<file path="src/rtl/rmwr_pkg.sv">
// Contract
// RULE_01: reply leaves by the router port on which the command arrived
// RULE_02: reply opens with the command's source path bytes, if any
// RULE_03: initiator logical address follows the path bytes
// RULE_04: protocol identifier 01h follows the initiator logical address
// RULE_05: command byte marks a single-address write reply packet
// RULE_06: one status byte carries success or the detected error code
// RULE_07: responder logical address field is always FEh
// RULE_08: two-byte transaction identifier is copied unchanged
// RULE_09: header check code over preceding reply bytes ends the header; the code leaves the path bytes out of it
// RULE_10: every detected command error raises a status flag
// RULE_11: bad header check or protocol identifier: flag, no reply
// RULE_12: initiator logical address below 20h: flag, no reply
// RULE_13: invalid source path sequence: flag, no reply
// RULE_14: unused command code or packet type replies status 2
// RULE_15: destination key mismatch replies status 3, no register write
// RULE_16: bad data check code replies status 4
// RULE_17: early end marker status 5, error end 7; reply only in data part
// RULE_18: cargo complete without end marker replies status 6
// RULE_19: verified write length not 4 replies status 9
// RULE_20: zero, non multiple of 4 or bad read length replies status 10
// RULE_21: unsupported command, unknown or read-only register replies 10
// RULE_22: read-modify-write length not 8 replies 11; bad target address 12
// RULE_23: check codes use x^8+x^2+x+1 starting from 00h
// RULE_24: leading zero path bytes are dropped from the reply
// RULE_25: reply ends with a normal end marker after the header check
// RULE_26: first error in byte order decides reply and status
package rmwr_pkg;

  localparam logic [7:0] PROTO_ID      = 8'h01;
  localparam logic [7:0] RESP_LADDR    = 8'hFE;
  localparam logic [7:0] MIN_INIT_ADDR = 8'h20;
  localparam logic [7:0] CRC_INIT      = 8'h00;
  localparam logic [7:0] CRC_POLY      = 8'h07;
  localparam logic [7:0] REPLY_CMD     = 8'h0C;
  localparam int         MAX_PATH      = 12;

  localparam logic [7:0] ST_OK         = 8'h00;
  localparam logic [7:0] ST_UNUSED     = 8'h02;
  localparam logic [7:0] ST_KEY        = 8'h03;
  localparam logic [7:0] ST_DCRC       = 8'h04;
  localparam logic [7:0] ST_EOP        = 8'h05;
  localparam logic [7:0] ST_CARGO      = 8'h06;
  localparam logic [7:0] ST_EEP        = 8'h07;
  localparam logic [7:0] ST_VERIFY     = 8'h09;
  localparam logic [7:0] ST_NOTIMPL    = 8'h0A;
  localparam logic [7:0] ST_RMWLEN     = 8'h0B;
  localparam logic [7:0] ST_DLADDR     = 8'h0C;

  // error flags, one per detected condition
  typedef struct packed {
    logic hdr_crc;
    logic proto;
    logic src_laddr;
    logic path_seq;
    logic unused_cmd;
    logic dest_key;
    logic data_crc;
    logic early_eop;
    logic cargo_big;
    logic early_eep;
    logic verify_ovr;
    logic not_impl;
    logic data_len;
    logic reg_addr;
    logic rmw_len;
    logic dest_laddr;
  } rmwr_err_t;

  // one reply byte with its end marker
  typedef struct packed {
    logic [7:0] data;
    logic       eop;
    logic [3:0] port;
  } rmwr_byte_t;

  // fields the command parser took from one command
  typedef struct packed {
    logic [3:0]  port;
    logic [7:0]  init_laddr;
    logic [7:0]  proto;
    logic [15:0] trans_id;
    logic [3:0]  path_words;
  } rmwr_cmd_t;

  function automatic logic [7:0] crc8_step(input logic [7:0] crc, input logic [7:0] b);
    logic [7:0] c;
    c = crc ^ b;
    for (int i = 0; i < 8; i++)
    begin
      c = c[7] ? ((c << 1) ^ CRC_POLY) : (c << 1);
    end
    return c;
  endfunction : crc8_step

endpackage : rmwr_pkg

</file>
<file path="src/rtl/rmwr_reply.sv">
`timescale 1ns/100ps
`default_nettype none
module rmwr_reply #(
  parameter int PATH_MAX = rmwr_pkg::MAX_PATH
) (
  input  wire logic                  mclk_i,
  input  wire logic                  arst_n_i,
  // command verdict, one pulse per finished command
  input  wire logic                  cmd_done_i,
  input  wire rmwr_pkg::rmwr_cmd_t   cmd_i,
  input  wire rmwr_pkg::rmwr_err_t   err_i,
  input  wire logic                  in_data_i,
  // source path bytes as supplied, first byte in [0]
  input  wire logic [PATH_MAX*8-1:0] path_i,
  output logic                       cmd_ready_o,
  output logic                       reg_write_o,
  output rmwr_pkg::rmwr_err_t        err_flags_o,
  input  wire logic                  err_clr_i,
  // reply stream
  output logic                       tx_valid_o,
  input  wire logic                  tx_ready_i,
  output rmwr_pkg::rmwr_byte_t       tx_byte_o
);

  // path buffer holds whole four-byte words only
  if (PATH_MAX < 4 || PATH_MAX > rmwr_pkg::MAX_PATH || (PATH_MAX % 4) != 0)
  begin : g_bad_path
    $error("path buffer must hold one to three four-byte words");
  end

  typedef enum logic [2:0] {S_IDLE, S_PATH, S_HDR, S_CRC} rmwr_state_t;

  typedef struct packed {
    rmwr_state_t           state;
    logic [PATH_MAX*8-1:0] path;
    logic [3:0]            plen;
    logic [3:0]            pidx;
    logic [2:0]            hidx;
    rmwr_pkg::rmwr_cmd_t   cmd;
    logic [7:0]            status;
    logic [7:0]            crc;
    logic                  wr;
    rmwr_pkg::rmwr_err_t   flags;
    rmwr_pkg::rmwr_byte_t  buf0;
    rmwr_pkg::rmwr_byte_t  buf1;
    logic [1:0]            cnt;
    logic                  rdy;
    logic                  valid;
  } rmwr_regs_t;

  rmwr_regs_t q, d;
  logic [1:0] rst_sync_q;
  logic       rst_n;
  assign rst_n = rst_sync_q[1];

  // ************************************************************
  // error priority
  // ************************************************************
  function automatic logic [8:0] rmwr_verdict(input rmwr_pkg::rmwr_err_t e,
                                              input logic dpart);
    // {reply, status}
    if (e.hdr_crc || e.proto || e.src_laddr || e.path_seq) return {1'b0, 8'h00}; // RULE_11 RULE_12 RULE_13
    if (e.dest_laddr) return {1'b1, rmwr_pkg::ST_DLADDR}; // RULE_22
    if (e.unused_cmd) return {1'b1, rmwr_pkg::ST_UNUSED}; // RULE_14
    if (e.not_impl || e.reg_addr) return {1'b1, rmwr_pkg::ST_NOTIMPL}; // RULE_21
    if (e.dest_key) return {1'b1, rmwr_pkg::ST_KEY}; // RULE_15
    if (e.verify_ovr) return {1'b1, rmwr_pkg::ST_VERIFY}; // RULE_19
    if (e.rmw_len) return {1'b1, rmwr_pkg::ST_RMWLEN}; // RULE_22
    if (e.data_len) return {1'b1, rmwr_pkg::ST_NOTIMPL}; // RULE_20
    if (e.early_eop) return {dpart, rmwr_pkg::ST_EOP}; // RULE_17
    if (e.early_eep) return {dpart, rmwr_pkg::ST_EEP}; // RULE_17
    if (e.data_crc) return {1'b1, rmwr_pkg::ST_DCRC}; // RULE_16
    if (e.cargo_big) return {1'b1, rmwr_pkg::ST_CARGO}; // RULE_18
    return {1'b1, rmwr_pkg::ST_OK}; // RULE_26
  endfunction : rmwr_verdict

  logic [8:0]           verdict;
  logic [3:0]           plen_in;
  logic [7:0]           hdr_byte;
  logic [7:0]           pbyte;
  logic [3:0]           first_nz;
  rmwr_pkg::rmwr_byte_t nb;
  logic                 push;
  logic                 pop;
  logic                 can_push;

  assign verdict  = rmwr_verdict(err_i, in_data_i);
  // path bytes announced by the command, four per word
  assign plen_in  = {cmd_i.path_words[1:0], 2'b00}; // RULE_02
  assign pop      = tx_ready_i && (q.cnt != 2'd0);
  assign can_push = (q.cnt != 2'd2) || pop;

  always_comb
  begin
    first_nz = 4'(PATH_MAX);
    for (int i = PATH_MAX - 1; i >= 0; i--)
    begin
      if (i < int'(plen_in) && path_i[i*8 +: 8] != 8'h00)
        first_nz = 4'(i);
    end
  end

  always_comb
  begin
    pbyte = q.path[q.pidx*8 +: 8];
    unique case (q.hidx)
      3'd0: hdr_byte = q.cmd.init_laddr; // RULE_03
      3'd1: hdr_byte = rmwr_pkg::PROTO_ID; // RULE_04
      3'd2: hdr_byte = rmwr_pkg::REPLY_CMD; // RULE_05
      3'd3: hdr_byte = q.status; // RULE_06
      3'd4: hdr_byte = rmwr_pkg::RESP_LADDR; // RULE_07
      3'd5: hdr_byte = q.cmd.trans_id[15:8]; // RULE_08
      default: hdr_byte = q.cmd.trans_id[7:0]; // RULE_08
    endcase
  end

  // ************************************************************
  // next state
  // ************************************************************
  always_comb
  begin
    d          = q;
    d.wr       = 1'b0;
    push       = 1'b0;
    nb         = '{data: 8'h00, eop: 1'b0, port: q.cmd.port}; // RULE_01
    if (err_clr_i)
      d.flags = '0;
    if (cmd_done_i)
      d.flags = d.flags | err_i; // RULE_10
    unique case (q.state)
      S_IDLE:
      begin
        if (cmd_done_i && q.rdy)
        begin
          d.cmd    = cmd_i;
          d.path   = path_i;
          d.status = verdict[7:0];
          d.wr     = verdict[8] && (verdict[7:0] == rmwr_pkg::ST_OK); // RULE_15
          d.pidx   = first_nz; // RULE_24
          d.plen   = plen_in;
          d.hidx   = 3'd0;
          d.crc    = rmwr_pkg::CRC_INIT; // RULE_23
          if (verdict[8])
            d.state = (first_nz < plen_in) ? S_PATH : S_HDR; // RULE_02
        end
      end
      S_PATH:
      begin
        if (can_push)
        begin
          push    = 1'b1;
          nb.data = pbyte; // RULE_02
          d.pidx  = q.pidx + 4'd1;
          if (q.pidx + 4'd1 == q.plen)
            d.state = S_HDR;
        end
      end
      S_HDR:
      begin
        if (can_push)
        begin
          push    = 1'b1;
          nb.data = hdr_byte;
          d.crc   = rmwr_pkg::crc8_step(q.crc, hdr_byte); // RULE_09
          d.hidx  = q.hidx + 3'd1;
          if (q.hidx == 3'd6)
            d.state = S_CRC;
        end
      end
      S_CRC:
      begin
        if (can_push)
        begin
          push    = 1'b1;
          nb.data = q.crc; // RULE_09
          nb.eop  = 1'b1; // RULE_25
          d.state = S_IDLE;
        end
      end
      default: d.state = S_IDLE;
    endcase
    // two-entry output buffer
    if (pop)
    begin
      d.buf0 = q.buf1;
      d.cnt  = q.cnt - 2'd1;
    end
    if (push)
    begin
      if (d.cnt == 2'd0)
        d.buf0 = nb;
      else
        d.buf1 = nb;
      d.cnt = d.cnt + 2'd1;
    end
    d.valid = (d.cnt != 2'd0);
    // new command only once the buffer is drained, so buffered bytes keep their port
    d.rdy   = (d.state == S_IDLE) && (d.cnt == 2'd0); // RULE_01
  end

  // reset release through two flops
  always_ff @(posedge mclk_i or negedge arst_n_i)
  begin
    if (!arst_n_i)
      rst_sync_q <= 2'b00;
    else
      rst_sync_q <= {rst_sync_q[0], 1'b1};
  end

  always_ff @(posedge mclk_i or negedge rst_n)
  begin
    if (!rst_n)
    begin
      q.state  <= S_IDLE;
      q.path   <= '0;
      q.plen   <= 4'd0;
      q.pidx   <= 4'd0;
      q.hidx   <= 3'd0;
      q.cmd    <= '0;
      q.status <= rmwr_pkg::ST_OK;
      q.crc    <= rmwr_pkg::CRC_INIT;
      q.wr     <= 1'b0;
      q.flags  <= '0;
      q.buf0   <= '0;
      q.buf1   <= '0;
      q.cnt    <= 2'd0;
      q.rdy    <= 1'b0;
      q.valid  <= 1'b0;
    end
    else
    begin
      q.state  <= d.state;
      q.path   <= d.path;
      q.plen   <= d.plen;
      q.pidx   <= d.pidx;
      q.hidx   <= d.hidx;
      q.cmd    <= d.cmd;
      q.status <= d.status;
      q.crc    <= d.crc;
      q.wr     <= d.wr;
      q.flags  <= d.flags;
      q.buf0   <= d.buf0;
      q.buf1   <= d.buf1;
      q.cnt    <= d.cnt;
      q.rdy    <= d.rdy;
      q.valid  <= d.valid;
    end
  end

  assign cmd_ready_o = q.rdy;
  assign reg_write_o = q.wr;
  assign err_flags_o = q.flags;
  assign tx_valid_o  = q.valid;
  assign tx_byte_o   = q.buf0;

  // ************************************************************
  // checks
  // ************************************************************
  a_no_reply_hdr: assert property (@(posedge mclk_i) disable iff (!rst_n) // RULE_11
    (cmd_done_i && q.state == S_IDLE && err_i.hdr_crc) |=> (q.state == S_IDLE))
    else $error("reply started after header check failure");
  a_no_reply_src: assert property (@(posedge mclk_i) disable iff (!rst_n) // RULE_12
    (cmd_done_i && q.state == S_IDLE && err_i.src_laddr) |=> (q.state == S_IDLE))
    else $error("reply started after bad initiator address");
  a_no_reply_path: assert property (@(posedge mclk_i) disable iff (!rst_n) // RULE_13
    (cmd_done_i && q.state == S_IDLE && err_i.path_seq) |=> !q.wr && q.state == S_IDLE)
    else $error("reply started after path sequence error");
  a_flag_record: assert property (@(posedge mclk_i) disable iff (!rst_n) // RULE_10
    (cmd_done_i && err_i.dest_key) |=> q.flags.dest_key)
    else $error("error flag not recorded");
  a_key_status: assert property (@(posedge mclk_i) disable iff (!rst_n) // RULE_15
    (cmd_done_i && q.rdy && err_i == rmwr_pkg::rmwr_err_t'{dest_key: 1'b1, default: 1'b0})
      |=> q.status == rmwr_pkg::ST_KEY && !q.wr)
    else $error("key mismatch status wrong");
  a_eop_ends: assert property (@(posedge mclk_i) disable iff (!rst_n) // RULE_25
    (q.state == S_CRC && can_push)
      |=> (q.cnt == 2'd1 && q.buf0.eop) || (q.cnt == 2'd2 && q.buf1.eop))
    else $error("reply end marker missing");
  a_hdr_len: assert property (@(posedge mclk_i) disable iff (!rst_n) // RULE_09
    (q.state == S_HDR && q.hidx == 3'd6 && can_push) |=> q.state == S_CRC)
    else $error("header length wrong");
  a_port_same: assert property (@(posedge mclk_i) disable iff (!rst_n) // RULE_01
    tx_valid_o |-> tx_byte_o.port == q.cmd.port)
    else $error("reply on wrong port");
  a_resp_addr: assert property (@(posedge mclk_i) disable iff (!rst_n) // RULE_07
    (q.state == S_HDR && q.hidx == 3'd4) |-> hdr_byte == 8'hFE)
    else $error("responder address wrong");

  // ************************************************************
  // status, suppression, flag hold, check code start and path byte checks
  // ************************************************************
  a_key_no_write: assert property (@(posedge mclk_i) disable iff (!rst_n) // RULE_15
    (cmd_done_i && q.rdy && err_i.dest_key) |=> !reg_write_o)
    else $error("register written despite key mismatch");
  a_ok_write: assert property (@(posedge mclk_i) disable iff (!rst_n) // RULE_06
    (cmd_done_i && q.rdy && err_i == '0)
      |=> reg_write_o && q.status == rmwr_pkg::ST_OK)
    else $error("clean command not written or status wrong");
  a_proto_drop: assert property (@(posedge mclk_i) disable iff (!rst_n) // RULE_11
    (cmd_done_i && q.rdy && err_i.proto) |=> q.state == S_IDLE && !reg_write_o)
    else $error("reply started after protocol error");
  a_unused_st: assert property (@(posedge mclk_i) disable iff (!rst_n) // RULE_14
    (cmd_done_i && q.rdy && err_i == rmwr_pkg::rmwr_err_t'{unused_cmd: 1'b1, default: 1'b0})
      |=> q.status == rmwr_pkg::ST_UNUSED)
    else $error("unused command status wrong");
  a_dcrc_st: assert property (@(posedge mclk_i) disable iff (!rst_n) // RULE_16
    (cmd_done_i && q.rdy && err_i == rmwr_pkg::rmwr_err_t'{data_crc: 1'b1, default: 1'b0})
      |=> q.status == rmwr_pkg::ST_DCRC)
    else $error("data check status wrong");
  a_cargo_st: assert property (@(posedge mclk_i) disable iff (!rst_n) // RULE_18
    (cmd_done_i && q.rdy && err_i == rmwr_pkg::rmwr_err_t'{cargo_big: 1'b1, default: 1'b0})
      |=> q.status == rmwr_pkg::ST_CARGO)
    else $error("cargo status wrong");
  a_verify_st: assert property (@(posedge mclk_i) disable iff (!rst_n) // RULE_19
    (cmd_done_i && q.rdy && err_i == rmwr_pkg::rmwr_err_t'{verify_ovr: 1'b1, default: 1'b0})
      |=> q.status == rmwr_pkg::ST_VERIFY)
    else $error("verify overrun status wrong");
  a_len_st: assert property (@(posedge mclk_i) disable iff (!rst_n) // RULE_20
    (cmd_done_i && q.rdy && err_i == rmwr_pkg::rmwr_err_t'{data_len: 1'b1, default: 1'b0})
      |=> q.status == rmwr_pkg::ST_NOTIMPL)
    else $error("data length status wrong");
  a_reg_st: assert property (@(posedge mclk_i) disable iff (!rst_n) // RULE_21
    (cmd_done_i && q.rdy && err_i == rmwr_pkg::rmwr_err_t'{reg_addr: 1'b1, default: 1'b0})
      |=> q.status == rmwr_pkg::ST_NOTIMPL)
    else $error("register address status wrong");
  a_dladdr_first: assert property (@(posedge mclk_i) disable iff (!rst_n) // RULE_22 RULE_26
    (cmd_done_i && q.rdy && err_i.dest_laddr
      && !(err_i.hdr_crc || err_i.proto || err_i.src_laddr || err_i.path_seq))
      |=> q.status == rmwr_pkg::ST_DLADDR)
    else $error("target address status not first");
  a_eep_outside: assert property (@(posedge mclk_i) disable iff (!rst_n) // RULE_17
    (cmd_done_i && q.rdy && !in_data_i
      && err_i == rmwr_pkg::rmwr_err_t'{early_eep: 1'b1, default: 1'b0})
      |=> q.state == S_IDLE)
    else $error("reply started after early end outside data");
  a_eop_inside: assert property (@(posedge mclk_i) disable iff (!rst_n) // RULE_17
    (cmd_done_i && q.rdy && in_data_i
      && err_i == rmwr_pkg::rmwr_err_t'{early_eop: 1'b1, default: 1'b0})
      |=> q.state != S_IDLE && q.status == rmwr_pkg::ST_EOP)
    else $error("early end in data part not answered");
  a_flag_hold: assert property (@(posedge mclk_i) disable iff (!rst_n) // RULE_10
    (q.flags.hdr_crc && !err_clr_i) |=> q.flags.hdr_crc)
    else $error("error flag lost without clear");
  a_crc_start: assert property (@(posedge mclk_i) disable iff (!rst_n) // RULE_23
    (q.state == S_HDR && q.hidx == 3'd0) |-> q.crc == rmwr_pkg::CRC_INIT)
    else $error("header check not started from initial value");
  a_path_nonzero: assert property (@(posedge mclk_i) disable iff (!rst_n) // RULE_24
    (q.state == S_PATH) |-> pbyte != 8'h00)
    else $error("zero path byte sent");

endmodule : rmwr_reply
`default_nettype wire

</file>
<file path="config.mk">
export PLATFORM = sky130hd
export DESIGN_NAME = rmwr_reply
export DESIGN_NICKNAME = d
export VERILOG_FILES = /design/src/rtl/rmwr_pkg.sv /design/src/rtl/rmwr_reply.sv
export SDC_FILE = /design/constraint.sdc
export NUM_CORES = 1
export LEC_CHECK = 0
export ABC_CLOCK_PERIOD_IN_PS = 5700
export BUFFER_PORTS_ARGS = -buffer_cell sky130_fd_sc_hd__buf_2
export CAP_MARGIN = 20
export CORE_UTILIZATION = 45
export DETAILED_ROUTE_END_ITERATION = 10
export GPL_ROUTABILITY_DRIVEN = 0
export PLACE_DENSITY = 0.72
export SLEW_MARGIN = 10
export SYNTH_ARGS = -nofsm -noshare
export SYNTH_HDL_FRONTEND = slang
export SYNTH_SLANG_ARGS = --single-unit
</file>
<file path="constraint.sdc">
create_clock -name mclk_i -period 5.7 [get_ports mclk_i]
set_input_delay 0 -clock mclk_i [delete_from_list [all_inputs] [get_ports mclk_i]]
set_output_delay 0 -clock mclk_i [all_outputs]
set_load 0.01 [all_outputs]
</file>
Word-level counts from Yosys, hierarchy flattened
Index checks and enable logic that the tools add are counted.
{"block": "classes", "reduce_logical": 48, "mux": 172, "magnitude_cmp": 13, "add_sub_neg": 4, "eq_ne": 14, "shifts": 1, "bitwise_logic": 11}
{"op": "$mux W9", "count": 44}
{"op": "$mux W167", "count": 1}
{"op": "$reduce_bool A8 Y1", "count": 12}
{"op": "$shiftx A96 B8 Y8", "count": 1}
{"op": "$mux W1", "count": 82}
{"op": "$mux W3", "count": 16}
{"op": "$mux W4", "count": 12}
{"op": "$pmux W8 S6", "count": 1}
{"op": "$mux W13", "count": 3}
{"op": "$mux W16", "count": 2}
{"op": "$mux W28", "count": 1}
{"op": "$mux W8", "count": 3}
{"op": "$not A3 Y3", "count": 8}
{"op": "$pmux W8 S3", "count": 1}
{"op": "$logic_and A1 B1 Y1", "count": 16}
{"op": "$lt A3 B4 Y1 const A", "count": 4}
{"op": "$lt A4 B4 Y1 const A", "count": 4}
{"op": "$or A16 B16 Y16", "count": 1}
{"op": "$pmux W8 S2", "count": 1}
{"op": "$eq A3 B2 Y1 const B", "count": 4}
{"op": "$pmux W3 S4", "count": 1}
{"op": "$eq A3 B3 Y1 const B", "count": 3}
{"op": "$logic_not A3 Y1", "count": 3}
{"op": "$logic_not A8 Y1", "count": 1}
{"op": "21 further kinds", "count": 38}
{"block": "word_totals", "input_bits": 158, "ff_bits": 213, "word_cells": 302, "out_inout_bits": 32}

Depth between registers and ports, before layout
Gate-level depths: netlist of the first run.
{"block": "depth", "depth_word": 88, "depth_mapped": 12}

Worst setup path after synthesis of the first run
No wires, ideal clock.
{"block": "synth_path", "kind": "register to register", "startpoint": "register q[105] in the netlist's numbering", "endpoint": "register q[49] in the netlist's numbering", "arrival_time_ns": 2.642, "setup_slack_ns": 2.940, "path_stages_with_launch": 13, "cell_sequence": "dfrtp_1 > buf_2 > inv_1 > ha_1 > nor3_4 > and2_4 > o2bb2ai_4 > xnor3_1 > xor2_2 > xnor2_2 > xor2_1 > nor3b_2 > a21o_1"}
{"block": "synth_via", "elab_chain_len": 10, "elab_cells_between_ends": 19, "cone_classes": "eq/ne: 5; mux: 8; bitwise: 5; reduce/logical: 1"}
{"element": "start: declaration", "line": "rmwr_reply.sv:51", "text": "rmwr_regs_t q, d;"}
{"element": "$eq A3 B3 Y1 (tied with other cells)", "line": "rmwr_reply.sv:106", "text": "unique case (q.hidx)"}
{"element": "$pmux W8 S6 (*)", "line": "rmwr_reply.sv:106"}
{"element": "$xor A8 B8 Y8 (*)", "line": "rmwr_pkg.sv:88", "text": "c = crc ^ b;"}
{"element": "$mux W3 or $not A3 Y3 (tied branches)"}
{"element": "$not A3 Y3 (no source line) or $mux W3 (tied branches)"}
{"element": "$mux W3 or $not A3 Y3 (tied branches)"}
{"element": "$not A3 Y3 (no source line) or $mux W3 (tied branches)"}
{"element": "$mux W3 (*)", "line": "rmwr_pkg.sv:91", "text": "c = c[7] ? ((c << 1) ^ CRC_POLY) : (c << 1);"}
{"element": "$mux W8 (*)", "line": "rmwr_reply.sv:160", "text": "if (can_push)"}
{"element": "$pmux W8 S2 (*)", "line": "rmwr_reply.sv:130", "text": "unique case (q.state)"}
Every way passes the cells marked *; elsewhere a longest branch is shown, timed or not. The select of a mux whose other input is x is not followed.
A chain may end at the register's enable or synchronous reset.

==> flow_metrics.tcl, run 1 <==
set metrics [dict create \
    fin_skew_ns 0.01058 \
    worstPathMaxFanout 17 \
    io-pin-count 190 \
    async_flop_share 1.000 \
    layout_worst_path_cycle_share 0.5789 \
    cts_setup_buffers 0 \
    clk_pin_slew_worst_paths_ns 0.08 \
    placed_area_um2 10730 \
    drt_wl_total_um 25800 \
    grt_first_pass_wirelength_um 41540 \
    syn_area_per_cell_um2 11.89 \
    grtUsageTotal 0.2406 \
    crit_end "tx_byte_o[7]" \
    total_power_uw 6087 \
    worst-r2r-setup-slack_ns 2.40 \
    syn_inst 825 \
    p_clk_frac 0.196 \
    required_ns 5.96 \
    via_per_inst 5.438 \
    min_path_type "input port to flop" \
    core_um2 21220 \
    yosysWarnings 0 \
    r2r_cells 6 \
    layout_commonest_cell "dfrtp_1" \
    synth_seq_area_share 0.5025 \
    root_buffer "clkbuf_16" \
    synth_edf_count 0 \
    rsz0062_at_grt "no" \
    endpoint_kind "flop" \
    ir_drop_uv 255.7 \
    worstMarginPinSlew_ns 1.090 \
    drt-initial-drc-count 469 \
    ys_seq_elements 197 \
    p_comb_frac 0.409 \
    clk_latency_ns 0.43 \
    p_int_uw 4016 \
    route.detailed.drc 0 \
    crit_path_start_kind "flop" \
    clock.fmax_mhz 303.1 \
    period_minus_slack_ns 3.300 \
    fin_setup_tns_ns 0 \
    n_fill_cell 1665 \
    wire_per_inst_um 18.27 \
    dpl.hpwl_um 16420 \
    htree_levels 4 \
    grt_pass1_vias 8062 \
    die_h_um 149.7 \
    synth_fp_nets 993 \
    grt_max_degree 196 \
    crit_start "q[106]" \
    setup_violations 0 \
    ys.flop_type "dfrtp_1" \
    diodes 0 \
    powerDensity_nw_per_um2 469.0 \
    p_switching_uw 2071 \
    multi_input_area_um2 4364 \
    drv_cap 0 \
    overflow 0 \
    netlist_area_um2 9811 \
    dieArea_um2 22400 \
    antenna_found_initial 0 \
    nets 1292 \
    num_rows 53 \
    drtPass1Iterations 7 \
    cts_tree "yes" \
    worstPathArrival_ns 3.56 \
    ant_nets 0 \
    final_hold_viol_count 0 \
    p_seq_frac 0.395 \
    most-common-layout-cells "dfrtp_1 (196), buf_2 (179), dlygate4sd3_1 (166)" \
    ys_types 64 \
    clockBufferDepth 2 \
    cts_made_buffers 17 \
    power_leakage_uw 0.005752 \
    slew_headroom 0.2736 \
    p_sw_frac 0.3402 \
    die_x_um 149.7 \
    clock_sinks 197 \
    fin_area_um2 12980 \
    ff_latch_area_um2 4933 \
    vias 7679 \
    r2r-start "q[106]" \
    drive_gt1_frac 0.3430 \
    cts_resized 0 \
    io_buffers 179 \
    outcome "finished clean" \
    path_class "flop to flop" \
    syn_to_final_growth_pct 32.29 \
    r2r-end "tx_byte_o[7]" \
    initial_core_util 0.4623 \
    report.final.slew_viol_count 0 \
]
[cell usage after synthesis, types with 3 or more instances]
cell type    n  area share
buf_4       29       0.022
or2_2        3      0.0019
nand3_1      7      0.0036
mux2_2     130        0.15
a21oi_1     31       0.016
a221oi_1     7      0.0062
clkbuf_1    36       0.014
a22o_1       3      0.0027
nor2_1      42       0.016
xnor2_1     15       0.013
o22ai_1      8      0.0051
inv_1       35       0.013
or4_1        6      0.0046
o21ai_0     40       0.020
nor4_1      24       0.015
mux2i_1     16       0.016
nand4_1      4      0.0026
mux4_2      24       0.055
buf_2        4      0.0020
o31ai_1      6      0.0046
ha_1        10       0.013
a31oi_1      4      0.0026
a41oi_1      3      0.0027
nand2_1     56       0.021
dfrtp_1    197        0.50
a21o_1       3      0.0023
and2_1      12      0.0077
xor2_1       4      0.0036
o21a_1       5      0.0038
a211oi_1    10      0.0077
nand2b_1     3      0.0019
nor3_1       8      0.0041
[metrics by stage]
step / std cells / hold WS (ns) / util / worst slack [ns]
6_report: 1412 / 0.007253 / 0.6116 / 2.400
5_1_grt: 1412 / 0.02349 / 0.6116 / 2.273
4_1_cts: 1412 / 0.001587 / 0.6116 / 2.444
3_5_place_dp: 1214 / -0.2126 / 0.5058 / 2.462
3_3_place_gp: 1214 / -0.2153 / 0.5058 / 2.494
2_1_floorplan: 825 / -0.2956 / - / 2.453
[power groups by stage]
stage	Combinational [uW]	Clock (uW)	Sequential [uW]
floorplan	1990	0	2260
global placement	2320	0	2380
detailed placement	2380	0	2420
CTS	2480	1220	2400
global route	2700	1280	2480
finish	2490	1190	2410
[logic make-up after synthesis]
family,share of synthesized area
XOR/XNOR,0.02665
multiplexers,0.2206
AND/OR/NAND/NOR,0.09080
AO/OA/AOI/OAI,0.09259
other,0.0007655
buffers and inverters,0.05331
flip-flops,0.5025
adder cells (fa/ha/maj),0.01275
[registers in the layout, summed over array words and instances (netlist names)]
register	count
cmd_ready_o	1
err_flags_o	16
nb	4
q	159
reg_write_o	1
rst_sync_q	2
tx_byte_o	13
tx_valid_o	1
[layer usage]
metal,global-route usage,part of all wire,vias to the layer above
met3,0.03384,0.040,42
met1,0.3059,0.44,3838
met4,0.09444,0.026,0
li1,-,-,3553
met2,0.4137,0.50,246
met5,0,0,-
[what timing repair did]
item	CTS	global route
hold endpoints to repair	147	0
endpoints found under the setup margin	0	0
hold buffers	166	0
[worst max-delay path, cell delays in order, from the launching register on]
cell	delay, ns
dfrtp_1	0.98
buf_4	0.40
mux4_2	0.57
mux2i_1	0.34
o22ai_1	0.17
a221oi_1	0.54
a21oi_1	0.14
[layout make-up]
cell class | instances | share of cell area
flip-flops and latches | 197 | 0.3801
multi-input cells | 521 | 0.3363
repair buffers | 352 | 0.2021
clock buffers | 18 | 0.03384
well taps | 275 | 0.02651
clock inverters | 14 | 0.01109
inverters | 35 | 0.01012
[how the worst min path moves through the flow]
stage	slack [ns]	end	startpoint	cells after the start
4_1_cts	0.002	err_flags_o[12]	err_clr_i	2
3_3_place_gp	-0.22	rst_sync_q[0]	arst_n_i	1
5_1_grt	0.02	err_flags_o[12]	err_clr_i	2
2_1_floorplan	-0.30	rst_sync_q[0]	arst_n_i	0
6_report	0.007	err_flags_o[4]	err_clr_i	2
3_5_place_dp	-0.21	rst_sync_q[0]	arst_n_i	1
(Power assumes the default switching activity.)
==> run 2: changes to the inputs <==
--- a/config.mk
+++ b/config.mk
@@ -5,7 +5,7 @@
 export SDC_FILE = /design/constraint.sdc
 export NUM_CORES = 1
 export LEC_CHECK = 0
-export ABC_CLOCK_PERIOD_IN_PS = 5700
+export ABC_CLOCK_PERIOD_IN_PS = 3000
 export BUFFER_PORTS_ARGS = -buffer_cell sky130_fd_sc_hd__buf_2
 export CAP_MARGIN = 20
 export CORE_UTILIZATION = 45
==> constraint.sdc (replaced) <==
create_clock -name mclk_i -period 3 [get_ports mclk_i]
set_input_delay 0 -clock mclk_i [delete_from_list [all_inputs] [get_ports mclk_i]]
set_output_delay 0 -clock mclk_i [all_outputs]
set_load 0.01 [all_outputs]
==> run 2 against run 1 <==
Effect of this change: sequential power grew 90%; power up 95%; non-clock buffer count is 18 higher; critical path type unchanged; largest cell class unchanged.
==> flow_metrics.tcl, run 2 (synthesized netlist as in run 1, its figures left out) <==
set metrics [dict create \
    fin_area_um2 13210 \
    root_buffer "clkbuf_16" \
    nets 1310 \
    worstPathArrival_ns 3.15 \
    drt-initial-drc-count 378 \
    via_per_inst 5.395 \
    r2r_cells 11 \
    die_x_um 149.7 \
    path_cells "inv_1, ha_1, nor3_4, and2_4, a221oi_4, xnor2_2, xnor3_2, xnor2_2, xor2_1, o21bai_1, a21o_1" \
    vias 7720 \
    clockBufferDepth 2 \
    cp_common_cell "xnor2_2" \
    io-pin-count 190 \
    largest-register "q" \
    worst-r2r-setup-slack_ns 0.17 \
    fin_hold_ws_ns 0.1779 \
    final_hold_viol_count 0 \
    clock_sinks 197 \
    die_h_um 149.7 \
    crit_path_start_kind "flop" \
    ff_latch_area_um2 4933 \
    period_minus_slack_ns 2.834 \
    largest_register_ffs 159 \
    min_path_type "input port to flop" \
    most-common-layout-cells "dfrtp_1 (196), buf_2 (179), dlygate4sd3_1 (170)" \
    r2r-end "q[49]" \
    required_ns 3.32 \
    rsz0062_at_grt "yes" \
    cp_slowest_cell "xnor3_2" \
    io_buffers 179 \
    initial_core_util 0.4623 \
    ant_nets 0 \
    layout_commonest_cell "dfrtp_1" \
    crit_path_max_incr_delay_ns 0.42 \
    endpoint_kind "flop" \
    clock.fmax_mhz 352.9 \
    outcome "finished clean" \
    cts_made_buffers 17 \
    dp_slack_ns 0.1234 \
    multi_input_area_um2 4380 \
    htree_levels 4 \
    setup_violations 0 \
    clk_latency_ns 0.44 \
    antenna_found_initial 1 \
    total_power_uw 11870 \
    layout_worst_path_cycle_share 0.9447 \
    drtPass1Iterations 7 \
    path_class "flop to flop" \
    cts_setup_buffers 0 \
    power_leakage_uw 0.005863 \
    cts_tree "yes" \
    crit_start "q[104]" \
    drive_gt1_frac 0.3515 \
    setup_slack_ns 0.1660 \
    drv_cap 0 \
    overflow 0 \
    grt_first_pass_wirelength_um 42520 \
    route.detailed.drc 0 \
    n_fill_cell 1655 \
    slew_headroom 0.5824 \
    dieArea_um2 22400 \
    crit_end "q[49]" \
    placed_area_um2 10880 \
    report.final.slew_viol_count 0 \
    r2r-start "q[104]" \
    wire_per_inst_um 18.57 \
    worstPathMaxFanout 8 \
    syn_to_final_growth_pct 34.63 \
    powerDensity_nw_per_um2 899.0 \
    ir_drop_uv 467.7 \
    drt_wl_total_um 26580 \
    dpl.hpwl_um 17060 \
    grt_pass1_vias 8179 \
    core_um2 21220 \
    num_rows 53 \
    worstMarginPinSlew_ns 0.6207 \
    grt_max_degree 80 \
    clk_pin_slew_worst_paths_ns 0.07 \
    fin_skew_ns 0.01484 \
    grtUsageTotal 0.2492 \
]
## run 2: changes by cell type in the layout (fill, tap and decap cells not counted), moves of 2 or more
cell	before	now
buf_12	1	4
buf_4	6	17
bufinv_16	1	3
clkbuf_1	0	2
clkinv_4	3	0
dlygate4sd3_1	166	170
inv_8	3	1
## run 2: final cells by class
class,count,share of cell area
Antenna cell,1,0.0001895
Clock buffer,20,0.03382
Clock inverter,12,0.01241
Inverter,35,0.009947
Multi-Input combinational cell,521,0.3317
Sequential cell,197,0.3735
Tap cell,275,0.02605
Timing Repair Buffer,370,0.2124
## run 2: per-layer routing
layer	vias up	track usage	share of wire
met1	3798	0.3118	0.42
li1	3593	-	-
met5	-	0	0
met2	262	0.4215	0.50
met3	67	0.04390	0.043
met4	0	0.1106	0.037
## run 2: through the flow
step / utilization / std cells / setup TNS, ns
floorplan: - / 825 / 0
global placement: 0.5126 / 1228 / 0
detailed placement: 0.5126 / 1228 / 0
CTS: 0.6215 / 1430 / 0
global route: 0.6224 / 1431 / -0.03524
finish: 0.6224 / 1431 / 0
## run 2: critical path: cells and delay by family (launching register included)
kind	cells	cell delay, ns
adders and majority gates	1	0.36
AOI/OAI and AO/OA	3	0.55
xor gates and xnor gates	4	0.99
DFF	1	0.41
and+or+nand+nor	2	0.30
buffers and inverters	1	0.10
## run 2: timing repair
| item | CTS | global route |
|---|---|---|
| gates resized for setup | 0 | 4 |
| setup endpoints to repair | 0 | 3 |
| hold endpoints to repair | 147 | 0 |
| hold buffers | 170 | 0 |
## run 2: where the power goes
part	total [uW]	switching, uW	internal, uW
logic	4880	2150	2730
clock network	2400	1050	1350
registers	4590	797	3800
total	11900	3990	7880
## run 2: how the worst min path moves through the flow
stage               start             to  slack (ns)  depth (start not counted)
5_1_grt        tx_ready_i           q[2]        0.20                          4
2_1_floorplan    arst_n_i  rst_sync_q[0]       -0.30                          0
6_report       tx_ready_i           q[2]        0.18                          4
4_1_cts        tx_ready_i           q[2]        0.16                          4
3_5_place_dp     arst_n_i  rst_sync_q[0]       -0.21                          1
3_3_place_gp     arst_n_i  rst_sync_q[0]       -0.21                          1
==> run 3: changes to the inputs <==
==> constraint.sdc (replaced) <==
create_clock -name mclk_i -period 3 [get_ports mclk_i]
set_input_delay 0.15 -clock mclk_i [delete_from_list [all_inputs] [get_ports mclk_i]]
set_output_delay 0.15 -clock mclk_i [all_outputs]
set_load 0.01 [all_outputs]
==> run 3 against run 2 <==
Effect of this change: clock-buffer cell count grew 1; wire length decreased by 4.2%; clock skew decreased by 0.00070 ns; die area stayed put; non-clock buffer count shrank 29; clock power is essentially flat; fmax down 0.73%; critical path depth unchanged; first-iteration DRC count increased by 24%; final area down 2.2%; sequential cell count stayed put; critical path type unchanged.
==> flow_metrics.tcl, run 3 (synthesized netlist as in run 1, its figures left out) <==
set metrics [dict create \
    outcome "finished clean" \
    antenna_found_initial 0 \
    layout_worst_path_cycle_share 0.9516 \
    dp.cells 1231 \
    hp-start "path_i[35]" \
    crit_buf_inv 0 \
    io-pin-count 190 \
    powerDensity_nw_per_um2 912.0 \
    grtUsageTotal 0.2398 \
    drt-initial-drc-count 470 \
    via_per_inst 5.367 \
    largest_register_ffs 159 \
    setup_violations 0 \
    placed_area_um2 10910 \
    slew_headroom 0.4941 \
    crit_path_max_incr_delay_ns 0.42 \
    period_minus_slack_ns 2.855 \
    report.final.slew_viol_count 0 \
    drtPass1Iterations 5 \
    core_um2 21220 \
    clk_pin_slew_worst_paths_ns 0.07 \
    fin_skew_ns 0.01414 \
    layout_commonest_cell "dfrtp_1" \
    clock.fmax_mhz 350.3 \
    total_power_uw 11780 \
    syn_to_final_growth_pct 31.67 \
    r2r-start "q[103]" \
    power_leakage_uw 0.005753 \
    crit_path_start_kind "flop" \
    most-common-layout-cells "dfrtp_1 (196), buf_2 (179), dlygate4sd3_1 (138)" \
    path_cells "ha_1, ha_1, nor3_4, and2_4, o2bb2ai_4, xnor3_1, xor2_2, xnor2_2, xor2_1, o21bai_1, a21o_1" \
    worstPathMaxFanout 5 \
    grt_pass1_vias 7951 \
    holdPathStages 2 \
    ir_drop_uv 467.2 \
    wire_per_inst_um 18.20 \
    r2r_cells 11 \
    final_hold_viol_count 0 \
    hold_end "q[149]" \
    num_rows 53 \
    cp_common_cell "ha_1" \
    rsz0062_at_grt "yes" \
    n_fill_cell 1690 \
    grt_max_degree 65 \
    diodes 0 \
    clk_latency_ns 0.43 \
    route.detailed.drc 0 \
    worst-r2r-setup-slack_ns 0.15 \
    worstMarginPinSlew_ns 0.7588 \
    required_ns 3.32 \
    root_buffer "clkbuf_16" \
    cp_top_family "XOR/XNOR gates" \
    nets 1281 \
    die_x_um 149.7 \
    vias 7514 \
    largest-register "q" \
    dpl.hpwl_um 17060 \
    path_class "flop to flop" \
    fin_area_um2 12920 \
    die_h_um 149.7 \
    ant_nets 0 \
    overflow 0 \
    min_path_type "input port to flop" \
    clockBufferDepth 2 \
    grt_first_pass_wirelength_um 41080 \
    io_buffers 179 \
    drive_gt1_frac 0.3627 \
    clock_sinks 197 \
    cts_tree "yes" \
    cts_setup_buffers 0 \
    cp_slowest_cell "dfrtp_1" \
    r2r-end "q[49]" \
    endpoint_kind "flop" \
    initial_core_util 0.4623 \
    fin_cells 1400 \
    cts_made_buffers 17 \
    drt_wl_total_um 25470 \
    worstPathArrival_ns 3.17 \
    drv_cap 0 \
    dieArea_um2 22400 \
    htree_levels 4 \
]
-- run 3: how the worst max path moves through the flow --
| stage | from | endpoint | cells past startpoint |
|---|---|---|---|
| after floorplan | q[105] | q[49] | 12 |
| after global placement | q[103] | q[49] | 11 |
| after detailed placement | q[103] | q[49] | 10 |
| after CTS | path_i[17] | cmd_ready_o | 11 |
| after global routing | q[103] | q[49] | 11 |
| final | q[103] | q[49] | 11 |
-- run 3: power by group --
part           internal, uW  total (uW)  switching (uW)
clock                  1360        2370            1010
combinational          2720        4860            2140
sequential             3800        4550             752
-- run 3: cell type report --
class,instances,area [um2],share of cell area
Inverter,35,131.4,0.01017
Clock buffer,21,460.4,0.03565
Timing Repair Buffer,341,2520,0.1951
Multi-Input combinational cell,521,4383,0.3393
Tap cell,275,344.1,0.02664
Sequential cell,197,4933,0.3819
Clock inverter,10,145.1,0.01124
-- run 3: per-layer routing --
metal  vias up  track usage  routed length, um  part of all wire
met1      3739       0.3080              11120              0.44
met3        40      0.03506                987             0.039
li1       3516            -                  -                 -
met5         -            0                  0                 0
met4         0      0.09242                701             0.028
met2       219       0.4086              12660              0.50
-- run 3: through the flow --
step           utilization  setup slack (ns)  hold WS, ns  setup TNS [ns]
6_report            0.6087            0.1453     0.006424               0
4_1_cts             0.6078           0.03554     0.001301               0
5_1_grt             0.6087          -0.02659    0.0003647        -0.03172
2_1_floorplan            -            0.2396      -0.1456               0
3_5_place_dp        0.5142            0.1031     -0.06431               0
3_3_place_gp        0.5142            0.1660     -0.06519               0
-- run 3: what timing repair did --
item	CTS	global route
endpoints found under the hold margin	139	0
endpoints found under the setup margin	0	4
hold buffers	138	0
resized for setup	0	4
